$ cat config.mk
export PLATFORM = sky130hd
export DESIGN_NAME = can_xcvr_ctrl
export DESIGN_NICKNAME = d
export VERILOG_FILES = /design/src/inc/can_xcvr_pkg.sv /design/src/inc/wake_if.sv /design/src/core/can_wake_filter.sv /design/src/core/can_xcvr_ctrl.sv
export SDC_FILE = /design/constraint.sdc
export NUM_CORES = 1
export LEC_CHECK = 0
export BUFFER_PORTS_ARGS = -buffer_cell sky130_fd_sc_hd__buf_2
export CORE_MARGIN = 2
export CORE_UTILIZATION = 42
export DETAILED_ROUTE_END_ITERATION = 8
export HOLD_SLACK_MARGIN = 0.12
export SYNTH_ARGS = -nofsm -noshare
export SYNTH_HDL_FRONTEND = slang
export SYNTH_SLANG_ARGS = --single-unit
$ cat constraint.sdc
create_clock -name clk_i -period 2.5 [get_ports clk_i]
set_input_delay 0.5 -clock clk_i [delete_from_list [all_inputs] [get_ports clk_i]]
set_output_delay 0.5 -clock clk_i [all_outputs]
set_load 0.01 [all_outputs]
$ cat src/inc/can_xcvr_pkg.sv
// Constants, types and register map of the CAN transceiver mode control
package can_xcvr_pkg;

   // Core clock and internal timebase
   localparam int unsigned CLK_PERIOD_NS = 50;    // 20 MHz core clock
   localparam int unsigned TICK_NS = 1000;        // Timebase period, 1 us
   localparam int unsigned TICK_CYCLES =
      (TICK_NS + CLK_PERIOD_NS - 1) / CLK_PERIOD_NS; // Rounded up
   localparam int unsigned TICK_W = 8;            // Divider counter width

   // Timeouts in microseconds (plain defaults)
   localparam int unsigned SILENCE_US = 1000000;  // Bus silence timeout
   localparam int unsigned WAKE_WINDOW_US = 1000; // Wake window timeout
   localparam int unsigned WAKE_DOM_US = 1;       // Least dominant phase
   localparam int unsigned WAKE_REC_US = 1;       // Least recessive phase
   localparam int unsigned TXD_DOM_US = 1000;     // Transmit dominant limit

   // Same timeouts as timebase ticks
   localparam int unsigned SILENCE_TICKS = SILENCE_US * 1000 / TICK_NS;
   localparam int unsigned WAKE_WINDOW_TICKS =
      WAKE_WINDOW_US * 1000 / TICK_NS;
   localparam int unsigned WAKE_DOM_TICKS = WAKE_DOM_US * 1000 / TICK_NS;
   localparam int unsigned WAKE_REC_TICKS = WAKE_REC_US * 1000 / TICK_NS;
   localparam int unsigned TXD_DOM_TICKS = TXD_DOM_US * 1000 / TICK_NS;
   localparam int unsigned TMR_W = 21;            // Timer counter width

   // Synchronised pin inputs
   localparam int unsigned NPIN = 5;
   localparam int unsigned PIN_TXD = 0;           // Transmit data
   localparam int unsigned PIN_STANDBY_SELECT_N = 1;          // standby_select_n
   localparam int unsigned PIN_BUS = 2;           // Bus dominant level
   localparam int unsigned PIN_V1UV = 3;          // regulated_supply low
   localparam int unsigned PIN_BATUV = 4;         // Battery undervoltage
   localparam logic [NPIN-1:0] PIN_RESET = 5'h19; // Safe values at reset

   // Register port
   localparam int unsigned ADDR_W = 4;
   localparam int unsigned DATA_W = 8;
   localparam logic [ADDR_W-1:0] REG_CTRL = 4'h0;
   localparam logic [ADDR_W-1:0] REG_STATUS = 4'h4;
   localparam logic [DATA_W-1:0] CTRL_RESET = 8'h01;
   localparam int unsigned CTRL_WAKE_EN = 0;      // Wake filter enable
   localparam int unsigned CTRL_WAKE_CLR = 1;     // Write 1: clear wake

   // Transceiver states, Gray coded along the usual path
   typedef enum logic [1:0] {
      XS_OFF     = 2'b00,
      XS_OFFLINE = 2'b01,
      XS_BIAS    = 2'b11,
      XS_ACTIVE  = 2'b10
   } xcvr_state_t;

   // Wake filter phases
   typedef enum logic [1:0] {
      WK_IDLE = 2'b00,
      WK_DOM1 = 2'b01,
      WK_REC  = 2'b11,
      WK_DOM2 = 2'b10
   } wake_state_t;

endpackage : can_xcvr_pkg

$ cat src/inc/wake_if.sv
// Link between the transceiver core and its wake-up pattern filter
interface wake_if;
   logic tick;     // Timebase enable pulse
   logic bus_dom;  // Synchronised bus dominant level
   logic arm;      // Filter may run
   logic hit;      // One-cycle wake detection

   modport filt (input tick, input bus_dom, input arm, output hit);
   modport core (output tick, output bus_dom, output arm, input hit);
endinterface : wake_if

$ cat src/core/can_wake_filter.sv
// Standard bus wake-up pattern filter: dominant, recessive, dominant
module can_wake_filter
   import can_xcvr_pkg::*;
#(
   parameter int unsigned WINDOW_TICKS = can_xcvr_pkg::WAKE_WINDOW_TICKS,
   parameter int unsigned DOM_TICKS = can_xcvr_pkg::WAKE_DOM_TICKS,
   parameter int unsigned REC_TICKS = can_xcvr_pkg::WAKE_REC_TICKS
) (
   input wire logic clk_i,     // Core clock
   input wire logic resetn_i,  // Async reset, active low
   wake_if.filt w              // Core side link
);

   wake_state_t state_q, state_d;      // Pattern progress
   logic [TMR_W-1:0] phase_q;          // Ticks in current bus level
   logic [TMR_W-1:0] win_q;            // Ticks since first dominant
   logic level_q;                      // Bus level last cycle
   logic hit_q;                        // Registered detection

   // Phase qualification; one spare tick covers the tick phase
   wire lvl_edge = w.bus_dom ^ level_q;
   wire dom_ok = w.bus_dom && (phase_q > TMR_W'(DOM_TICKS));  // [RULE14]
   wire rec_ok = !w.bus_dom && (phase_q > TMR_W'(REC_TICKS)); // [RULE14]
   wire win_out = win_q >= TMR_W'(WINDOW_TICKS);

   assign w.hit = hit_q;

   // Phase progress; short pulses between phases only restart timing
   always_comb begin
      state_d = state_q;
      case (state_q)
         WK_IDLE: if (dom_ok) state_d = WK_DOM1;
         WK_DOM1: if (rec_ok) state_d = WK_REC;         // [RULE13]
         WK_REC:  if (dom_ok) state_d = WK_DOM2;        // [RULE13]
         WK_DOM2: state_d = WK_IDLE;
         default: state_d = WK_IDLE;
      endcase
      // Pattern must finish inside the window
      if (!w.arm || (win_out && state_q != WK_IDLE)) begin // [RULE13]
         state_d = WK_IDLE;
      end
   end

   // Timers and state
   always_ff @(posedge clk_i or negedge resetn_i) begin
      if (!resetn_i) begin
         state_q <= WK_IDLE;
         phase_q <= '0;
         win_q <= '0;
         level_q <= 1'b0;
         hit_q <= 1'b0;
      end else begin
         state_q <= state_d;
         level_q <= w.bus_dom;
         hit_q <= (state_q == WK_REC) && (state_d == WK_DOM2);
         if (lvl_edge) begin
            phase_q <= '0;
         end else if (w.tick && phase_q != '1) begin
            phase_q <= phase_q + 1'b1;
         end
         if (state_q == WK_IDLE) begin
            win_q <= '0;
         end else if (w.tick && !win_out) begin
            win_q <= win_q + 1'b1;
         end
      end
   end

endmodule : can_wake_filter

$ cat src/core/can_xcvr_ctrl.sv
// CAN transceiver mode control with wake-up, status and dominant timeout

// Summary of operation
// RULE1 - Normal mode always biases bus to mid-level; code floats the bus instead in Off (battery low)
// RULE2 - Active only in Normal with supply good
// RULE3 - Low transmit on entry blocks until high
// RULE4 - Offline grounds bias and watches for wake
// RULE5 - Bus activity in Offline moves to bias
// RULE6 - Bias returns to Offline after bus silence
// RULE7 - Leaving Normal: Offline if silent, else bias
// RULE8 - Supply undervoltage moves Active to bias
// RULE9 - Leaving Off or overtemp enters Offline
// RULE10 - Wake pattern or Normal undervoltage leaves Offline
// RULE11 - Off, overtemp or battery low floats bus
// RULE12 - Off exits to Offline once conditions clear
// RULE13 - Wake needs dominant, recessive, dominant in window
// RULE14 - Each wake phase needs its least duration
// RULE15 - Detected wake drives receive output low
// RULE16 - Status high only when fully enabled
// RULE17 - Status low at startup, timeout, undervoltage
// RULE18 - Long low transmit disables transmitter
// RULE19 - Dominant timer clears on transmit high
// RULE20 - Controller keeps bit rate at least 4.4 kbit/s
// RULE21 - Floating transmit input reads as recessive
// RULE22 - Floating standby select reads as low
// RULE23 - Standby select picks Standby or Normal
// RULE24 - Timeouts are counters of a fixed timebase
module can_xcvr_ctrl
   import can_xcvr_pkg::*;
#(
   parameter int unsigned SILENCE_T = can_xcvr_pkg::SILENCE_TICKS,
   parameter int unsigned WINDOW_T = can_xcvr_pkg::WAKE_WINDOW_TICKS,
   parameter int unsigned DOM_T = can_xcvr_pkg::WAKE_DOM_TICKS,
   parameter int unsigned REC_T = can_xcvr_pkg::WAKE_REC_TICKS,
   parameter int unsigned TXD_T = can_xcvr_pkg::TXD_DOM_TICKS
) (
   input wire logic clk_i,                  // Core clock, 20 MHz
   input wire logic resetn_i,               // Async reset, active low
   // Controller pins
   input wire logic txd_i,                  // Transmit data pin
   input wire logic txd_hiz_i,              // Transmit pin undriven
   input wire logic standby_select_n_i,     // Standby select pin
   input wire logic standby_select_n_hiz_i,             // Standby pin undriven
   output logic rxd_o,                      // Receive data / wake low
   output logic cts_o,                      // Transceiver status
   // Bus side
   input wire logic bus_dom_i,              // Receiver sees dominant
   output logic tx_dom_o,                   // Drive bus dominant
   output logic rx_en_o,                    // Receiver passes data
   output logic bias_mid_o,                 // Bias bus to 2.5 V
   output logic bias_gnd_o,                 // Bias bus to ground
   output logic bus_float_o,                // Bus lines floating
   // Chip conditions
   input wire logic chip_off_i,             // Chip in Off mode
   input wire logic chip_overtemp_i,        // Chip in Overtemp mode
   input wire logic chip_reset_i,           // Chip in Reset mode
   input wire logic regulated_supply_uv_i,  // Supply below 90 %
   input wire logic bat_uv_i,               // Battery receiver undervolt
   output can_xcvr_pkg::xcvr_state_t state_o, // Transceiver state
   output logic chip_normal_o,              // Chip in Normal mode
   // Register port
   input wire logic [can_xcvr_pkg::ADDR_W-1:0] addr_i, // Byte address
   input wire logic [can_xcvr_pkg::DATA_W-1:0] wdata_i, // Write data
   input wire logic we_i,                   // Write strobe
   input wire logic re_i,                   // Read strobe
   output logic [can_xcvr_pkg::DATA_W-1:0] rdata_o // Read data
);

   import can_xcvr_pkg::*;

   // Saturating increment on a timebase tick
   function automatic logic [TMR_W-1:0] tmr_step(
      input logic [TMR_W-1:0] cnt,
      input logic tick
   );
      tmr_step = (tick && cnt != '1) ? cnt + 1'b1 : cnt;
   endfunction : tmr_step

   // Pin conditioning
   logic [NPIN-1:0] pin_raw;       // Pin levels after pull resolution
   logic [NPIN-1:0] s1_q;          // First stage, read by s2 only
   logic [NPIN-1:0] s2_q;          // Second stage
   logic [NPIN-1:0] s3_q;          // Third stage
   logic [NPIN-1:0] pin_q;         // Accepted levels

   // Pull-up on transmit, pull-down on standby select
   assign pin_raw[PIN_TXD] = txd_hiz_i ? 1'b1 : txd_i;     // [RULE21]
   assign pin_raw[PIN_STANDBY_SELECT_N] = standby_select_n_hiz_i ? 1'b0 :
                              standby_select_n_i;         // [RULE22]
   assign pin_raw[PIN_BUS] = bus_dom_i;
   assign pin_raw[PIN_V1UV] = regulated_supply_uv_i;
   assign pin_raw[PIN_BATUV] = bat_uv_i;

   // Three stage synchronisers, change taken when stages 2 and 3 agree
   generate
      for (genvar i = 0; i < NPIN; i++) begin : g_sync
         always_ff @(posedge clk_i or negedge resetn_i) begin
            if (!resetn_i) begin
               s1_q[i] <= PIN_RESET[i];
               s2_q[i] <= PIN_RESET[i];
               s3_q[i] <= PIN_RESET[i];
               pin_q[i] <= PIN_RESET[i];
            end else begin
               s1_q[i] <= pin_raw[i];
               s2_q[i] <= s1_q[i];
               s3_q[i] <= s2_q[i];
               if (s2_q[i] == s3_q[i]) begin
                  pin_q[i] <= s3_q[i];
               end
            end
         end
      end
   endgenerate

   // Named conditioned levels
   wire txd_hi = pin_q[PIN_TXD];
   wire bus_dom = pin_q[PIN_BUS];
   wire v1_uv = pin_q[PIN_V1UV];
   wire batt_uv = pin_q[PIN_BATUV];

   // Timebase
   logic [TICK_W-1:0] div_q;       // Divider count
   logic tick_q;                   // One-cycle timebase enable
   // Fixed timebase for every timeout
   always_ff @(posedge clk_i or negedge resetn_i) begin
      if (!resetn_i) begin
         div_q <= '0;
         tick_q <= 1'b0;
      end else if (div_q == TICK_W'(TICK_CYCLES - 1)) begin
         div_q <= '0;
         tick_q <= 1'b1;                                   // [RULE24]
      end else begin
         div_q <= div_q + 1'b1;
         tick_q <= 1'b0;
      end
   end

   // Chip mode and bus activity
   logic bus_prev_q;               // Bus level last cycle
   logic [TMR_W-1:0] sil_q;        // Ticks since last bus edge
   logic wake_q;                   // Wake indication pending
   logic [DATA_W-1:0] ctrl_q;      // Control register
   // Off, overtemp and reset dominate; otherwise the select line picks mode
   wire chip_dead = chip_off_i || chip_overtemp_i;
   wire normal = !chip_dead && !chip_reset_i &&
                 pin_q[PIN_STANDBY_SELECT_N];                          // [RULE23]
   wire bus_edge = bus_dom ^ bus_prev_q;
   wire silent = sil_q >= TMR_W'(SILENCE_T);

   // Bus silence timer restarts on every edge
   always_ff @(posedge clk_i or negedge resetn_i) begin
      if (!resetn_i) begin
         bus_prev_q <= 1'b0;
         sil_q <= '0;
      end else begin
         bus_prev_q <= bus_dom;
         sil_q <= bus_edge ? '0 : tmr_step(sil_q, tick_q); // [RULE24]
      end
   end

   // Wake filter
   xcvr_state_t state_q, state_d;  // Transceiver state
   wake_if wk ();                  // Link to the filter

   // Filter watches in Offline and Offline Bias when enabled
   assign wk.tick = tick_q;
   assign wk.bus_dom = bus_dom;
   assign wk.arm = (state_q == XS_OFFLINE || state_q == XS_BIAS) &&
                   ctrl_q[CTRL_WAKE_EN];                   // [RULE4] [RULE5]

   can_wake_filter #(
      .WINDOW_TICKS(WINDOW_T),
      .DOM_TICKS(DOM_T),
      .REC_TICKS(REC_T)
   ) u_wake (
      .clk_i(clk_i),
      .resetn_i(resetn_i),
      .w(wk.filt)
   );

   // State machine: next state from chip mode, supplies, bus
   always_comb begin
      state_d = state_q;
      case (state_q)
         XS_OFF: begin
            // Leave only when battery and chip are back
            if (!batt_uv && !chip_dead) begin
               state_d = XS_OFFLINE;                       // [RULE12]
            end
         end
         XS_OFFLINE: begin
            if (normal && !v1_uv) begin
               state_d = XS_ACTIVE;                        // [RULE2]
            end else if (wk.hit || (normal && v1_uv)) begin
               state_d = XS_BIAS;                          // [RULE10]
            end else if (bus_edge) begin
               state_d = XS_BIAS;                          // [RULE5]
            end
         end
         XS_BIAS: begin
            if (normal && !v1_uv) begin
               state_d = XS_ACTIVE;                        // [RULE2]
            end else if (silent && !normal) begin
               state_d = XS_OFFLINE;                       // [RULE6]
            end
         end
         XS_ACTIVE: begin
            if (!normal) begin
               // Silence decides direct Offline or bias first
               state_d = silent ? XS_OFFLINE : XS_BIAS;    // [RULE7]
            end else if (v1_uv) begin
               state_d = XS_BIAS;                          // [RULE8]
            end
         end
         default: state_d = XS_OFF;
      endcase
      // Off or overtemp or battery low overrides everything
      if (chip_dead || batt_uv) begin
         state_d = XS_OFF;                                 // [RULE11]
      end
   end

   // State register; reset starts off so the bus floats
   always_ff @(posedge clk_i or negedge resetn_i) begin
      if (!resetn_i) begin
         state_q <= XS_OFF;
      end else begin
         state_q <= state_d;                               // [RULE9]
      end
   end

   // Active state guards
   logic blk_q;                    // Blocked until transmit goes high
   logic start_q;                  // Start-up done
   logic [TMR_W-1:0] dom_q;        // Transmit dominant timer
   logic dom_to_q;                 // Dominant timeout reached

   wire enter_act = (state_d == XS_ACTIVE) && (state_q != XS_ACTIVE);
   wire active = state_q == XS_ACTIVE;
   wire data_on = active && !blk_q;

   // Clamped low transmit on entry keeps data path off
   always_ff @(posedge clk_i or negedge resetn_i) begin
      if (!resetn_i) begin
         blk_q <= 1'b0;
      end else if (enter_act) begin
         blk_q <= !txd_hi;                                 // [RULE3]
      end else if (!active || txd_hi) begin
         blk_q <= 1'b0;                                    // [RULE3]
      end
   end

   // Start-up lasts until the first timebase tick in Active
   always_ff @(posedge clk_i or negedge resetn_i) begin
      if (!resetn_i) begin
         start_q <= 1'b0;
      end else if (!active) begin
         start_q <= 1'b0;
      end else if (tick_q) begin
         start_q <= 1'b1;
      end
   end

   // Dominant timer counts low transmit, clears on high
   always_ff @(posedge clk_i or negedge resetn_i) begin
      if (!resetn_i) begin
         dom_q <= '0;
         dom_to_q <= 1'b0;
      end else if (!data_on || txd_hi) begin
         dom_q <= '0;                                      // [RULE19]
         dom_to_q <= 1'b0;                                 // [RULE19]
      end else begin
         dom_q <= tmr_step(dom_q, tick_q);                 // [RULE18]
         if (dom_q >= TMR_W'(TXD_T)) begin
            dom_to_q <= 1'b1;                              // [RULE18]
         end
      end
   end

   // Wake indication: clear strobe from the control register
   wire wake_clr = we_i && (addr_i == REG_CTRL) &&
                   wdata_i[CTRL_WAKE_CLR];

   // Pending wake survives Off; a new detection beats a clear
   always_ff @(posedge clk_i or negedge resetn_i) begin
      if (!resetn_i) begin
         wake_q <= 1'b0;
      end else if (wk.hit) begin
         wake_q <= 1'b1;                                   // [RULE15]
      end else if (wake_clr || data_on) begin
         wake_q <= 1'b0;
      end
   end

   // Pin and bus outputs
   logic rxd_q;                    // Registered receive output
   logic cts_q;                    // Registered status output
   logic tx_dom_q;                 // Registered driver command

   // Driver and status follow the data path guards
   always_ff @(posedge clk_i or negedge resetn_i) begin
      if (!resetn_i) begin
         rxd_q <= 1'b1;
         cts_q <= 1'b0;
         tx_dom_q <= 1'b0;
      end else begin
         // Bus data when enabled, else low on a pending wake
         rxd_q <= data_on ? !bus_dom : !wake_q;            // [RULE15]
         cts_q <= data_on && start_q && !dom_to_q &&
                  !v1_uv;                                  // [RULE16] [RULE17]
         tx_dom_q <= data_on && !dom_to_q && !txd_hi;      // [RULE18]
      end
   end

   assign rxd_o = rxd_q;
   assign cts_o = cts_q;
   assign tx_dom_o = tx_dom_q;
   assign rx_en_o = data_on;

   // Bias selection; Normal keeps mid-level unless the bus floats
   assign bias_mid_o = (state_q == XS_ACTIVE) || (state_q == XS_BIAS) ||
                       (normal && state_q != XS_OFF);      // [RULE1] [RULE5]
   assign bias_gnd_o = (state_q == XS_OFFLINE) && !normal; // [RULE4]
   assign bus_float_o = state_q == XS_OFF;                 // [RULE11]
   assign state_o = state_q;
   assign chip_normal_o = normal;

   // Register port
   logic [DATA_W-1:0] rdata_q;     // Read data, one cycle after strobe
   logic [DATA_W-1:0] status;      // Live status word
   assign status = {normal, silent, blk_q, wake_q, dom_to_q, cts_q,
                    state_q};

   // Control write: only the enable bit is stored
   always_ff @(posedge clk_i or negedge resetn_i) begin
      if (!resetn_i) begin
         ctrl_q <= CTRL_RESET;
      end else if (we_i && addr_i == REG_CTRL) begin
         ctrl_q <= {{(DATA_W-1){1'b0}}, wdata_i[CTRL_WAKE_EN]};
      end
   end

   // Read data stand only in the cycle after the strobe
   always_ff @(posedge clk_i or negedge resetn_i) begin
      if (!resetn_i) begin
         rdata_q <= '0;
      end else if (re_i) begin
         case (addr_i)
            REG_CTRL:   rdata_q <= ctrl_q;
            REG_STATUS: rdata_q <= status;
            default:    rdata_q <= '0;
         endcase
      end else begin
         rdata_q <= '0;
      end
   end

   assign rdata_o = rdata_q;

endmodule : can_xcvr_ctrl

After elaboration in Yosys (flattened, before gate mapping)
Cells that the tools add are included.
{"block": "totals", "inputBits": 26, "wordCells": 170, "reg_bits": 135, "out_inout_bits": 18}
{"block": "op_classes", "n_reduce_logical": 62, "n_mux": 39, "bitwise_logic": 1, "n_eq_ne": 20, "add_sub_neg": 5, "order_cmp": 4}
{"op": "2-to-1 mux 21 bit", "n": 8}
{"op": "adder 21 x 1 -> 21 bit, second input constant", "n": 4}
{"op": "inequality test 21 bit, second input constant", "n": 3}
{"op": "greater-or-equal comparator 21 x 10 -> 1 bit, second input constant", "n": 2}
{"op": "2-to-1 mux 2 bit", "n": 14}
{"op": "logical AND 1 bit", "n": 26}
{"op": "greater-or-equal comparator 21 x 20 -> 1 bit, second input constant", "n": 1}
{"op": "greater-than comparator 21 x 1 -> 1 bit, second input constant", "n": 1}
{"op": "nonzero test 2 bit", "n": 9}
{"op": "2-to-1 mux 8 bit", "n": 2}
{"op": "one-hot mux 2 bit (4 select lines)", "n": 2}
{"op": "one-hot mux 8 bit (2 select lines)", "n": 1}
{"op": "logical NOT 1 bit", "n": 14}
{"op": "== test 2 bit, second input constant", "n": 6}
{"op": "2-to-1 mux 1 bit", "n": 12}
{"op": "logical OR 1 bit", "n": 10}
{"op": "adder 8 x 1 -> 8 bit, second input constant", "n": 1}
{"op": "== test 8 x 5 -> 1 bit, second input constant", "n": 1}
{"op": "== test 1 bit", "n": 5}
{"op": "== test 2 x 1 -> 1 bit, second input constant", "n": 2}
{"op": "== test 4 x 3 -> 1 bit, second input constant", "n": 1}
{"op": "logical NOT 2 bit", "n": 2}
{"op": "logical NOT 4 bit", "n": 1}
{"op": "inequality test 2 bit, second input constant", "n": 2}
{"op": "XOR 1 bit", "n": 1}

Longest topological paths before layout
{"block": "depth", "word_depth": 13, "depth_mapped": 8, "ltp_nobuf": 6}

Modules after synthesis
Synthesis repeated with hierarchy kept, for this count alone.
{"block": "unflattened", "hier_cells": 628, "area_unflattened_um2": 6471.2}
{"mod": "can_xcvr_ctrl", "seq_area_each_um2": 2269.7, "cells_each": 388, "n_inst": 1, "area_per_inst_um2": 4088.9}
{"mod": "can_wake_filter", "seq_area_each_um2": 1151.1, "cells_each": 240, "n_inst": 1, "area_per_inst_um2": 2382.3}

Worst setup path after synthesis
OpenSTA, ideal clock, no wires.
{"block": "synth_path", "path_kind": "input to output", "startpoint": "in chip_overtemp_i", "endpoint": "out bias_mid_o", "cell_stages": 3, "arrival_time_ns": 1.815, "path_slack_ns": 0.185, "path_cell_list": "nor4b_1 o21ai_0 nand2_1"}
{"block": "synth_via", "elab_chain_len": 6}
{"item": "start, declared", "line_no": "can_xcvr_ctrl.sv:55", "source": "input wire logic chip_overtemp_i,"}
{"item": "logical OR 1 bit", "line_no": "can_xcvr_ctrl.sv:144", "source": "wire chip_dead = chip_off_i || chip_overtemp_i;"}
{"item": "logical NOT 1 bit", "line_no": "can_xcvr_ctrl.sv:145", "source": "wire normal = !chip_dead && !chip_reset_i &&"}
{"item": "logical AND 1 bit (2 in series)", "line_no": "can_xcvr_ctrl.sv:145"}
{"item": "logical AND 1 bit", "line_no": "can_xcvr_ctrl.sv:322", "source": "(normal && state_q != XS_OFF);"}
{"item": "logical OR 1 bit", "line_no": "can_xcvr_ctrl.sv:321", "source": "assign bias_mid_o = (state_q == XS_ACTIVE) || (state_q == XS_BIAS) ||"}
{"item": "end, declared", "line_no": "can_xcvr_ctrl.sv:50", "source": "output logic bias_mid_o,"}
No other way between the ends.

Worst setup path after layout
{"block": "layout_path", "startpoint": "reg state_q[0], in the netlist state_o[0]", "endpoint": "out rx_en_o"}
{"block": "layout_via", "elab_chain_len": 2}
{"item": "start, declared", "line_no": "can_xcvr_ctrl.sv:162", "source": "xcvr_state_t state_q, state_d;"}
{"item": "start signal, assigned", "line_no": "can_xcvr_ctrl.sv:228", "source": "state_q <= state_d;"}
{"item": "== test 2 bit", "line_no": "can_xcvr_ctrl.sv:239", "source": "wire active = state_q == XS_ACTIVE;"}
{"item": "logical AND 1 bit", "line_no": "can_xcvr_ctrl.sv:240", "source": "wire data_on = active && !blk_q;"}
{"item": "end, declared", "line_no": "can_xcvr_ctrl.sv:49", "source": "output logic rx_en_o,"}
No other way between the ends.

==> flow_summary.yaml <==
status:
  outcome: "finished clean"
placement:
  hpwl_um: 9190
  pre_cts_slack_ns: 0.429
  place_area_um2: 6780
  port_buffers: 37
  placedCellCount: 824
  finalWeightedCongestion: 0.811
global_route:
  grt_usage: 0.177
  grt_first_pass_wirelength_um: 22700
  grt_max_degree: 49
  first_global_vias: 4648
  grt.overflow.total: 0
  antenna_found_initial: 0
synthesis:
  synthTopCellsByCount: "121 x dfrtp_1, 75 x nor2_1, 38 x nand2_1"
  synth_area_leaders: "dfrtp_1 48%, dfstp_2 5.8%, xnor2_1 5.0%, nor2_1 4.4%, xor2_1 2.5%"
  synth.most_common_cell: "dfrtp_1"
  synth_area_leader_cell: "dfrtp_1"
  syn_nets: 646
  yosys_warnings: 0
  synth.cell_area_um2: 6330
  synth_flop_cell: "dfrtp_1"
  syn-instance-count: 611
  ys_types: 60
  synth_top_area_frac: 0.478
  synth_edf_count: 0
  ys_async_sr_fraction: 1.00
  avgSynthCellArea_um2: 10.4
  ys_seq_elements: 135
  synth-seq-area-share: 0.536
timing:
  worst_pin_slew_ns: 0.761
  hold_violations: 0
  tns_ns: 0
  fin_ws_ns: 0.404
  clock-skew-final_ns: 0.00920
  period_minus_slack_ns: 2.10
  finalMaxSlewViolations: 0
  slew_headroom: 0.488
  fin_crit_sh: 0.839
  final-setup-viol-count: 0
  whs_ns: 0.171
  max_freq_mhz: 477
  rsz0062_at_grt: "false"
critical_path:
  worstSetupPathType: "register to output port"
  r2r-start: "u_wake.phase_q[0]"
  end_kind: "output port"
  critPathArrivalTime_ns: 1.60
  reg2regPathDepth: 6
  worst_ep_required_time_ns: 2.00
  max_stage_delay_ns: 0.56
  reg2reg_to: "u_wake.phase_q[15]"
  path_cells: "or3b_2 -> inv_1 -> buf_2"
  worst_setup_path_start_kind: "register"
  reg2reg_slack_ns: 0.41
  cp_max_fo: 6
  slowest_stage: "or3b_2"
routing:
  drt_first_pass_iters: 4
  drc: 0
  vias: 4688
  drt_iter0_drc: 283
  vias_per_cell: 5.47
  wl_um: 13000
  drtAntennaViolNets: 0
  wire_per_inst_um: 15.2
finish:
  final_area_um2: 7370
  seqCellArea_um2: 3400
  fill_cells: 1341
  drive_gt1_frac: 0.172
  finalNonFillerCells: 857
  diodes: 0
  multi_input_area_um2: 2810
  area_delta_synth_final_pct: 16.3
  nets: 695
die:
  placementRows: 44
  die_area_um2: 16100
  io_pins: 44
  core-area_um2: 14600
  die_w_um: 127
  die_h_um: 127
  start_util: 0.432
clock_tree:
  cts_buffers: 17
  cts_buffer_depth: 2
  post_cts_buffers: 0
  htreeDepth: 4
  insertion_delay_ns: 0.42
  numClockSinks: 135
  clk_pin_slew_ns: 0.06
  root_buffer: "clkbuf_16"
  cts_tree: "built"
worst_hold_path:
  hold_path.startpoint: "bat_uv_i"
  hold_depth: 1
  hold_end: "s1_q[4]"
  hp-class: "primary input to register"
pwr:
  p_per_area_nw_per_um2: 656
  p_leak_nw: 3.18
  ir_drop_uv: 504
flow_run:
  cap_viol_max_count: 0
==> final cells by class <==
cell class                 instances  share of cell area
inverter                          15             0.00764
timing repair buffer              49              0.0403
sequential                       135               0.461
clock inverter                    13              0.0180
multi-input combinational        442               0.382
clock buffer                      19              0.0601
tap                              184              0.0313
==> metrics by stage <==
step	power (mW)	utilization
6_report	4.83	0.503
5_1_grt	5.04	0.503
3_5_place_dp	2.45	0.463
2_1_floorplan	2.34	-
4_1_cts	4.89	0.503
3_3_place_gp	2.45	0.463
==> routing by layer <==
layer | track usage | part of all wire | routed length [µm]
met5 | 0 | 0 | 0
met1 | 0.242 | 0.48 | 6300
met3 | 0.0544 | 0.035 | 451
met2 | 0.274 | 0.47 | 6100
met4 | 0.0543 | 0.012 | 152
==> registers in the layout (all words and copies together), names as in the netlist, 8 cells and up <==
| name | cells |
|---|---|
| sil_q | 21 |
| dom_q | 21 |
| rdata_o | 8 |
| u_wake.win_q | 21 |
| u_wake.phase_q | 21 |
| div_q | 8 |
==> cell usage in the layout, fill, tap and decap left out, drive strengths merged, types with 15 or more instances in the layout <==
master    n
dfrtp   121
nor2     75
buf      48
nand2    39
xnor2    36
a21oi    32
nand3    29
nand4    25
and2     23
nor3     22
inv      22
clkbuf   19
xor2     18
o21ai    18
nor4     15
==> kinds of logic (layout without fill, tap and decap cells) <==
kind of cell / after synthesis / in the layout / share of synthesized area
compound gates: 84 / 84 / 0.0865
simple gates: 284 / 284 / 0.246
xor+xnor: 54 / 54 / 0.0747
mux: 6 / 6 / 0.00968
flops: 135 / 135 / 0.536
buf+inv: 34 / 96 / 0.0209
fa+ha+maj: 14 / 14 / 0.0257
==> worst max-delay path by stage <==
stage	from	to	slack, ns	cells after the start
finish	state_o[0]	rx_en_o	0.40	3
global route	u_wake.phase_q[0]	u_wake.phase_q[15]	0.17	6
CTS	state_o[0]	rx_en_o	0.38	3
detailed placement	u_wake.phase_q[0]	u_wake.phase_q[16]	0.43	6
global placement	u_wake.phase_q[0]	u_wake.phase_q[0]	0.50	6
floorplan	chip_overtemp_i	bias_mid_o	0.19	3
==> power breakdown <==
part	internal, mW	switching, mW	total [mW]
sequential	2.22	0.0201	2.24
combinational	0.0497	0.112	0.162
clock	1.42	1.01	2.43
==> critical path: cells and delay by family (launching register included) <==
| family | cells | cell delay, ns |
|---|---|---|
| DFF | 1 | 0.38 |
| buffers and inverters | 2 | 0.23 |
| and+or+nand+nor | 1 | 0.56 |
==> timing repair <==
item                      4_1_cts  5_1_grt
gates resized for setup         0        0
hold buffers                    1        0
hold endpoints to repair       34        0
Note: power is estimated with default switching activity, not from simulation.
